**src/shared/uart_status_pkg.sv**
```systemverilog
// What this block does
// RQ1 - set the overrun flag, status bit 0, when a character arrives before the last was taken.
// RQ2 - set the parity error flag, status bit 1, when a character fails its parity check.
// RQ3 - set the frame error flag, status bit 2, when a character has a bad stop bit.
// RQ4 - set the break flag, status bit 3, when a break is seen on the receive line.
// RQ5 - clear all four receive error flags as a side effect of any status read.
// RQ6 - raise the receive status interrupt on any receive error while its enable bit is 1.
// RQ7 - status bit 5 is 1 while the receive holding buffer holds a valid character.
// RQ8 - status bit 6 is 1 while the transmit holding buffer is empty, 0 while a character waits.
// RQ9 - software writes the transmit holding buffer only while bit 6 reads 1.
// RQ10 - status bit 7 is 1 only when holding buffer and shift register are both empty.
// RQ11 - the status register is read-only and reads with both transmit empty flags set after reset.
// RQ12 - status bit 4 reads zero and writes to the status register do nothing.
// RQ13 - a write to the transmit holding buffer clears the holding empty flag.
package uart_status_pkg;
   localparam logic [15:0] status_addr  = 16'h500b;
   localparam logic [15:0] control_addr = 16'h5007;
   localparam logic [15:0] irq_stat_addr = 16'h5020;
   localparam logic [15:0] irq_en_addr  = 16'h5024;
   localparam logic [15:0] irq_clr_addr = 16'h5028;
   localparam logic [7:0]  status_reset = 8'hc0;
   localparam logic [7:0]  zero_byte    = 8'h00;
   localparam int          ctl_rx_irq_bit = 2;
   localparam logic [3:0]  irq_zero     = 4'h0;
   // error flag positions, shared by the status word and the pending word
   localparam int          overrun_bit  = 0;
   localparam int          parity_bit   = 1;
   localparam int          frame_bit    = 2;
   localparam int          break_bit    = 3;

   typedef struct packed {
      logic tx_empty;
      logic hold_empty;
      logic rx_ready;
      logic unused;
      logic brk;
      logic frame;
      logic parity;
      logic overrun;
   } line_status_flags_type;

   // receive event pulses from the receive datapath
   typedef struct packed {
      logic char_done;
      logic parity_err;
      logic frame_err;
      logic brk;
   } rx_event_type;
endpackage

```
**src/logic/uart_err_flags.sv**
```systemverilog
`timescale 1ns/1ns
// four sticky error flags, set over clear
module uart_err_flags (
   // clock and reset
   input  wire logic       i_sys_clk,
   input  wire logic       i_rst,
   // events and clear
   input  wire logic [3:0] i_set,
   input  wire logic [3:0] i_clr,
   // flags
   output logic      [3:0] o_flags
);
   logic [3:0] next_flags;

   // set wins so an event in the clearing cycle survives
   always_comb begin
      next_flags = (o_flags & ~i_clr) | i_set;
   end

   always_ff @(posedge i_sys_clk or posedge i_rst) begin
      if (i_rst) begin
         o_flags <= uart_status_pkg::irq_zero;
      end else begin
         o_flags <= next_flags;
      end
   end

   a_set_wins_clear: assert property ( // see RQ5
      @(posedge i_sys_clk) disable iff (i_rst)
      |i_set |-> ##1 ((o_flags & $past(i_set)) == $past(i_set)))
      else $error("sticky flag lost its set");
endmodule

```
**src/logic/uart_tx_track.sv**
```systemverilog
`timescale 1ns/1ns
// holding buffer and shift register occupancy
module uart_tx_track (
   // clock and reset
   input  wire logic i_sys_clk,
   input  wire logic i_rst,
   // transmit events
   input  wire logic i_hold_write,
   input  wire logic i_shift_load,
   input  wire logic i_shift_done,
   // flags
   output logic      o_hold_empty,
   output logic      o_tx_empty
);
   logic hold_full;
   logic shift_busy;
   logic next_hold_full;
   logic next_shift_busy;

   // a write in the load cycle refills the buffer
   always_comb begin
      next_hold_full  = i_hold_write | (hold_full & ~i_shift_load); // see RQ13
      next_shift_busy = i_shift_load | (shift_busy & ~i_shift_done);
   end

   always_ff @(posedge i_sys_clk or posedge i_rst) begin
      if (i_rst) begin
         hold_full  <= 1'b0;
         shift_busy <= 1'b0;
      end else begin
         hold_full  <= next_hold_full;
         shift_busy <= next_shift_busy;
      end
   end

   assign o_hold_empty = ~hold_full; // see RQ8
   assign o_tx_empty   = ~hold_full & ~shift_busy; // see RQ10

   a_write_clears_hold: assert property ( // see RQ13
      @(posedge i_sys_clk) disable iff (i_rst)
      i_hold_write |=> !o_hold_empty)
      else $error("holding empty not cleared by write");
   a_tx_empty_both: assert property ( // see RQ10
      @(posedge i_sys_clk) disable iff (i_rst)
      o_tx_empty |-> o_hold_empty)
      else $error("transmitter empty with data held");
endmodule

```
**src/logic/uart_line_status_flags.sv**
```systemverilog
`timescale 1ns/1ns
// line status register, receive error interrupt and register port
module uart_line_status_flags (
   // clock and reset
   input  wire logic        i_sys_clk,
   input  wire logic        i_rst,
   // register port
   input  wire logic [15:0] i_addr,
   input  wire logic [7:0]  i_wdata,
   input  wire logic        i_wr,
   input  wire logic        i_rd,
   output logic      [7:0]  o_rdata,
   // receive datapath
   input  wire uart_status_pkg::rx_event_type i_rx_event,
   input  wire logic        i_rx_taken,
   // transmit datapath
   input  wire logic        i_hold_write,
   input  wire logic        i_shift_load,
   input  wire logic        i_shift_done,
   // interrupt
   output logic             o_irq
);
   logic [7:0] control;
   logic [3:0] irq_enable;
   logic       rx_ready;
   logic [7:0] rdata;
   logic [7:0] next_control;
   logic [3:0] next_irq_enable;
   logic       next_rx_ready;
   logic [7:0] next_rdata;
   logic [3:0] err_set;
   logic [3:0] err_clr;
   logic [3:0] err_flags;
   logic [3:0] irq_set;
   logic [3:0] irq_clr;
   logic [3:0] irq_pend;
   logic       hold_empty;
   logic       tx_empty;
   logic       status_rd;
   uart_status_pkg::line_status_flags_type status;

   function automatic logic hit(input logic [15:0] a, input logic [15:0] r);
      hit = (a == r);
   endfunction

   assign status_rd = i_rd & hit(i_addr, uart_status_pkg::status_addr);

   // error events; overrun when a character lands on an untaken one
   always_comb begin
      err_set[uart_status_pkg::overrun_bit] =
         i_rx_event.char_done & rx_ready & ~i_rx_taken; // see RQ1
      err_set[uart_status_pkg::parity_bit] = i_rx_event.parity_err; // see RQ2
      err_set[uart_status_pkg::frame_bit]  = i_rx_event.frame_err; // see RQ3
      err_set[uart_status_pkg::break_bit]  = i_rx_event.brk; // see RQ4
      err_clr    = {4{status_rd}}; // see RQ5
      irq_set    = control[uart_status_pkg::ctl_rx_irq_bit] ? err_set
                                                            : uart_status_pkg::irq_zero; // see RQ6
      irq_clr    = (i_wr & hit(i_addr, uart_status_pkg::irq_clr_addr)) ? i_wdata[3:0]
                                                                        : uart_status_pkg::irq_zero;
   end

   uart_err_flags u_err (
      .i_sys_clk (i_sys_clk),
      .i_rst     (i_rst),
      .i_set     (err_set),
      .i_clr     (err_clr),
      .o_flags   (err_flags)
   );

   // pending receive status interrupts, cleared by write-one
   uart_err_flags u_irq (
      .i_sys_clk (i_sys_clk),
      .i_rst     (i_rst),
      .i_set     (irq_set),
      .i_clr     (irq_clr),
      .o_flags   (irq_pend)
   );

   uart_tx_track u_tx (
      .i_sys_clk    (i_sys_clk),
      .i_rst        (i_rst),
      .i_hold_write (i_hold_write),
      .i_shift_load (i_shift_load),
      .i_shift_done (i_shift_done),
      .o_hold_empty (hold_empty),
      .o_tx_empty   (tx_empty)
   );

   // assembled status word; bit 4 held at zero
   always_comb begin
      status.overrun    = err_flags[uart_status_pkg::overrun_bit];
      status.parity     = err_flags[uart_status_pkg::parity_bit];
      status.frame      = err_flags[uart_status_pkg::frame_bit];
      status.brk        = err_flags[uart_status_pkg::break_bit];
      status.unused     = 1'b0; // see RQ12
      status.rx_ready   = rx_ready; // see RQ7
      status.hold_empty = hold_empty; // see RQ8
      status.tx_empty   = tx_empty; // see RQ10
   end

   // register writes and read mux; status has no write path
   always_comb begin
      next_control    = control;
      next_irq_enable = irq_enable;
      next_rx_ready   = i_rx_event.char_done | (rx_ready & ~i_rx_taken); // see RQ7
      next_rdata      = uart_status_pkg::zero_byte;
      if (i_wr && hit(i_addr, uart_status_pkg::control_addr)) begin
         next_control = i_wdata;
      end
      if (i_wr && hit(i_addr, uart_status_pkg::irq_en_addr)) begin
         next_irq_enable = i_wdata[3:0];
      end
      if (i_rd) begin
         if (hit(i_addr, uart_status_pkg::status_addr)) begin
            next_rdata = status; // see RQ11
         end else if (hit(i_addr, uart_status_pkg::control_addr)) begin
            next_rdata = control;
         end else if (hit(i_addr, uart_status_pkg::irq_stat_addr)) begin
            next_rdata = {uart_status_pkg::irq_zero, irq_pend};
         end else if (hit(i_addr, uart_status_pkg::irq_en_addr)) begin
            next_rdata = {uart_status_pkg::irq_zero, irq_enable};
         end
      end
   end

   always_ff @(posedge i_sys_clk or posedge i_rst) begin
      if (i_rst) begin
         control    <= uart_status_pkg::zero_byte;
         irq_enable <= uart_status_pkg::irq_zero;
         rx_ready   <= 1'b0;
         rdata      <= uart_status_pkg::zero_byte;
      end else begin
         control    <= next_control;
         irq_enable <= next_irq_enable;
         rx_ready   <= next_rx_ready;
         rdata      <= next_rdata;
      end
   end

   assign o_rdata = rdata;
   // level output while any enabled pending bit stands
   assign o_irq   = |(irq_pend & irq_enable); // see RQ6

   // each receive event must show in the status word one cycle later
   a_overrun_set: assert property ( // see RQ1
      @(posedge i_sys_clk) disable iff (i_rst)
      (i_rx_event.char_done && rx_ready && !i_rx_taken)
      |=> err_flags[uart_status_pkg::overrun_bit])
      else $error("overrun flag not set");
   a_parity_set: assert property ( // see RQ2
      @(posedge i_sys_clk) disable iff (i_rst)
      i_rx_event.parity_err |=> status.parity)
      else $error("parity flag not set");
   a_frame_set: assert property ( // see RQ3
      @(posedge i_sys_clk) disable iff (i_rst)
      i_rx_event.frame_err |=> status.frame)
      else $error("frame flag not set");
   a_break_set: assert property ( // see RQ4
      @(posedge i_sys_clk) disable iff (i_rst)
      i_rx_event.brk |=> status.brk)
      else $error("break flag not set");
   // a flag may only rise on an event, never on its own
   a_flag_needs_event: assert property ( // see RQ1
      @(posedge i_sys_clk) disable iff (i_rst)
      ((err_flags & ~$past(err_flags) & ~$past(err_set)) == uart_status_pkg::irq_zero))
      else $error("error flag rose without an event");
   a_read_clears: assert property ( // see RQ5
      @(posedge i_sys_clk) disable iff (i_rst)
      (status_rd && !(|err_set)) |=> (err_flags == uart_status_pkg::irq_zero))
      else $error("status read left an error flag");
   a_irq_on_error: assert property ( // see RQ6
      @(posedge i_sys_clk) disable iff (i_rst)
      (control[uart_status_pkg::ctl_rx_irq_bit] && (|err_set))
      |=> ((irq_pend & $past(err_set)) == $past(err_set)))
      else $error("error did not pend an interrupt");
   // with the gate off no new pending bit may appear
   a_irq_gated: assert property ( // see RQ6
      @(posedge i_sys_clk) disable iff (i_rst)
      !control[uart_status_pkg::ctl_rx_irq_bit]
      |=> ((irq_pend & ~$past(irq_pend)) == uart_status_pkg::irq_zero))
      else $error("pending bit set while gated off");
   a_read_returns: assert property ( // see RQ11
      @(posedge i_sys_clk) disable iff (i_rst)
      status_rd |=> (o_rdata == $past(status)) && !o_rdata[4])
      else $error("status read data wrong");
   // read data stand one cycle only, zero otherwise
   a_rdata_idle: assert property ( // see RQ11
      @(posedge i_sys_clk) disable iff (i_rst)
      !i_rd |=> (o_rdata == uart_status_pkg::zero_byte))
      else $error("read data outside the read cycle");
   a_status_write_ignored: assert property ( // see RQ12
      @(posedge i_sys_clk) disable iff (i_rst)
      (i_wr && hit(i_addr, uart_status_pkg::status_addr))
      |=> ($stable(control) && $stable(irq_enable)))
      else $error("status write changed a register");
   a_ready_follows: assert property ( // see RQ7
      @(posedge i_sys_clk) disable iff (i_rst)
      i_rx_event.char_done |=> status.rx_ready)
      else $error("receive ready not set");
   a_take_clears_ready: assert property ( // see RQ7
      @(posedge i_sys_clk) disable iff (i_rst)
      (i_rx_taken && !i_rx_event.char_done) |=> !status.rx_ready)
      else $error("receive ready not cleared by take");
endmodule

```
**config.mk**
```make
export PLATFORM = sky130hd
export DESIGN_NAME = uart_line_status_flags
export DESIGN_NICKNAME = d
export VERILOG_FILES = /design/src/shared/uart_status_pkg.sv /design/src/logic/uart_err_flags.sv /design/src/logic/uart_tx_track.sv /design/src/logic/uart_line_status_flags.sv
export SDC_FILE = /design/constraint.sdc
export NUM_CORES = 1
export LEC_CHECK = 0
export BUFFER_PORTS_ARGS = -buffer_cell sky130_fd_sc_hd__buf_2
export CORE_ASPECT_RATIO = 2
export CORE_MARGIN = 10
export CORE_UTILIZATION = 25
export DETAILED_ROUTE_END_ITERATION = 8
export SYNTH_ARGS = -nofsm -noshare
export SYNTH_HDL_FRONTEND = slang
export SYNTH_HIERARCHICAL = 1
export SYNTH_SLANG_ARGS = --single-unit
```
**constraint.sdc**
```tcl
create_clock -name i_sys_clk -period 1.3 [get_ports i_sys_clk]
set_input_delay 0.065 -clock i_sys_clk [delete_from_list [all_inputs] [get_ports i_sys_clk]]
set_output_delay 0.065 -clock i_sys_clk [all_outputs]
set_load 0.01 [all_outputs]
```
==> impl_metrics.csv <==
group,metric,value,unit
logic_synthesis,synthFlopType,"dfrtp_1",
logic_synthesis,ys_seq_area_share,47.6,%
logic_synthesis,synth_common_cells,"31 x dfrtp_1, 21 x inv_1, 12 x a21o_1, 9 x and2_1, 8 x mux2_4",
clocking,clock_latency,0.28,ns
floorplan,design.portCount,45,
global_route,antenna_found_initial,0,
clocking,clk_path_buf_depth,2,
global_route,grt_max_degree,22,
floorplan,dieArea,10300,um2
detailed_routing,drt-pass1-iter-count,4,
status,run_status,"finished with violations",
logic_synthesis,ys_top_cells_by_area,"dfrtp_1 48%, mux2_4 7.4%, a21o_1 5.5%",
clocking,numCtsBuffers,5,
global_route,grt_pass1_wl,7.40,mm
clocking,cts_root_buffer,"clkbuf_16",
sta,fin_ws,-0.0999,ns
floorplan,rows,41,
placed_design,dp_hpwl,3.73,mm
placed_design,place.gp.congestion,0.773,
global_route,grt_pass1_vias,1548,
logic_synthesis,syn_area,1630,um2
logic_synthesis,synthArstFlopShare,100,%
power,p_leak,1.24,nW
setup_path,startpoint_type,"primary input",
flow_run,maxCapViolCount,0,
sta,finalCriticalPeriod,1.40,ns
status,violations,"setup timing",
setup_path,endpoint_kind,"flop",
finish,drive_gt1_share,48.1,%
detailed_routing,ant_nets,0,
finish,nets,251,
power,p_per_area,1010,nW/um2
global_route,track_usage,9.09,%
floorplan,initial_core_util,25.8,%
placed_design,placed_area,2050,um2
sta,slew_viol_final,0,
sta,finalSetupTns,-1.53,ns
finish,fillers,630,
min_path,hold_depth,3,
detailed_routing,drc,0,
floorplan,die_h,134,um
power,ir_drop,468,uV
sta,final.period_utilization,108,%
logic_synthesis,yosys_warnings,6,
floorplan,die_w,77.1,um
logic_synthesis,synth_seq_cells,31,
sta,setup_violations,27,
setup_path,reg2regPathDepth,4,
finish,finalCoreUtilization,37.5,%
logic_synthesis,avgSynthCellArea,11.4,um2
sta,max-slew-margin-rel,76.7,%
sta,finalHoldViolCount,0,
logic_synthesis,netlist_instances,143,
detailed_routing,viasPerCell,4.41,
sta,fin_skew,0.00308,ns
sta,tightestPinTransition,0.349,ns
setup_path,worstSetupPathType,"in -> reg",
detailed_routing,num_vias,1333,
clocking,clk_pin_slew,0.05,ns
detailed_routing,wirelength,4.57,mm
placed_design,portBuffers,44,
detailed_routing,wire_per_inst,15.1,um
finish,final_cell_area,2370,um2
finish,syn_to_final_growth,45.4,%
clocking,cts_num_sinks,31,
setup_path,worstPathRequired,1.46,ns
setup_path,crit_arrival,1.56,ns
clocking,cts_tree,"yes",
setup_path,critPathMaxFanout,8,
finish,antenna_cells,0,
detailed_routing,drt-initial-drc-count,43,
min_path,hold_path.class,"in -> reg",
logic_synthesis,synth_most_common_cell,"dfrtp_1",
global_route,grt_overflow,0,
logic_synthesis,synth.top_cell.area_share,47.6,%
floorplan,core_area,6310,um2
logic_synthesis,synth_edf_count,0,
logic_synthesis,synth_fp_nets,179,
sta,grt_setup_unrepaired,"yes",
clocking,htree_num_levels,2,
logic_synthesis,yosysTopAreaCell,"dfrtp_1",
logic_synthesis,ys_types,35,
sta,fmax,714,MHz
==> worst max-delay path: stages <==
cell    delay, ns
buf_6        0.09
or4b_4       0.61
nor2_8       0.14
and4_4       0.33
mux2_4       0.32
==> cells in the final DEF, fill, tap and decap left out, drive strengths merged, types with 2 or more instances in the layout <==
cell	netlist	final
nor4	2	2
nand3	7	7
nand2	2	2
a21oi	4	4
nor2	5	5
o31a	2	2
a22oi	2	2
nor3b	2	2
inv	21	21
buf	1	60
dfrtp	31	31
or4b	2	2
a21o	12	12
nand4	2	2
clkbuf	1	8
and3	6	6
and2	9	9
a31oi	4	4
mux2	12	12
nor2b	3	3
and4	4	4
dlygate4sd3	0	7
==> flip-flops by register name, summed over array words and instances (netlist names) <==
register / flops
u_err/o_flags: 4
u_tx/hold_full: 1
o_rdata: 8
rx_ready: 1
irq_enable: 4
control: 8
u_tx/shift_busy: 1
u_irq/o_flags: 4
==> per-layer routing <==
| metal | GRT usage, % | part of all wire, % | up-vias | wire (um) |
|---|---|---|---|---|
| met5 | 0 | 0 | - | 0 |
| li1 | - | - | 646 | - |
| met4 | 6.63 | 3.7 | 0 | 170 |
| met3 | 2.41 | 4.6 | 13 | 210 |
| met1 | 7.60 | 33 | 639 | 1510 |
| met2 | 17.5 | 59 | 35 | 2680 |
==> stage by stage <==
stage	hold slack (ns)	total power, mW	instances	setup slack [ns]
final	0.00847	2.38	302	-0.0999
after global routing	0.0178	2.47	302	-0.126
after CTS	0.00492	2.40	300	-0.111
after detailed placement	-0.0386	1.16	284	-0.413
after global placement	-0.0465	1.16	284	-0.409
after floorplan	-0.194	1.06	143	-0.281
==> path summary, 6_finish.rpt <==
| kind | start | to | slack [ns] |
|---|---|---|---|
| max in group asynchronous | i_rst | control[3] | 0.69 |
| min in group asynchronous | i_rst | u_tx/shift_busy | 0.21 |
| hold / removal | i_shift_load | u_tx/shift_busy | 0.008 |
| setup reg to reg | irq_enable[1] | o_rdata[1] | 0.09 |
| hold reg to reg | u_err/o_flags[1] | u_err/o_flags[1] | 0.48 |
| setup / recovery | i_addr[8] | control[0] | -0.1 |
==> power breakdown <==
part / internal (mW) / total [mW] / switching, mW
logic: 0.103 / 0.196 / 0.0924
registers: 0.974 / 0.979 / 0.00528
clock network: 0.813 / 1.21 / 0.394
total: 1.89 / 2.38 / 0.492
==> layout make-up <==
class,instances,area (um2),share of cell area [%]
multi-input cells,89,815,34.4
inverters,21,78.8,3.33
flip-flops and latches,31,776,32.8
repair buffers,67,435,18.4
well taps,86,108,4.54
clock buffers,8,156,6.60
==> cells by family (layout without fill, tap and decap cells) <==
group	after synthesis	in the layout	share of synthesized area (%)
buffers and inverters	23	96	6.30
muxes	13	13	10.8
and+or+nand+nor	48	48	23.2
DFF	31	31	47.6
AOI/OAI and AO/OA	28	28	12.1
==> what timing repair did <==
item | 4_1_cts | 5_1_grt
setup buffers | 1 | 2
resized for setup | 16 | 5
hold buffers | 7 | 0
setup endpoints to repair | 27 | 28
pin swaps | 21 | 3
hold endpoints to repair | 37 | 0
No activity file was read; power rests on OpenSTA's default activity.
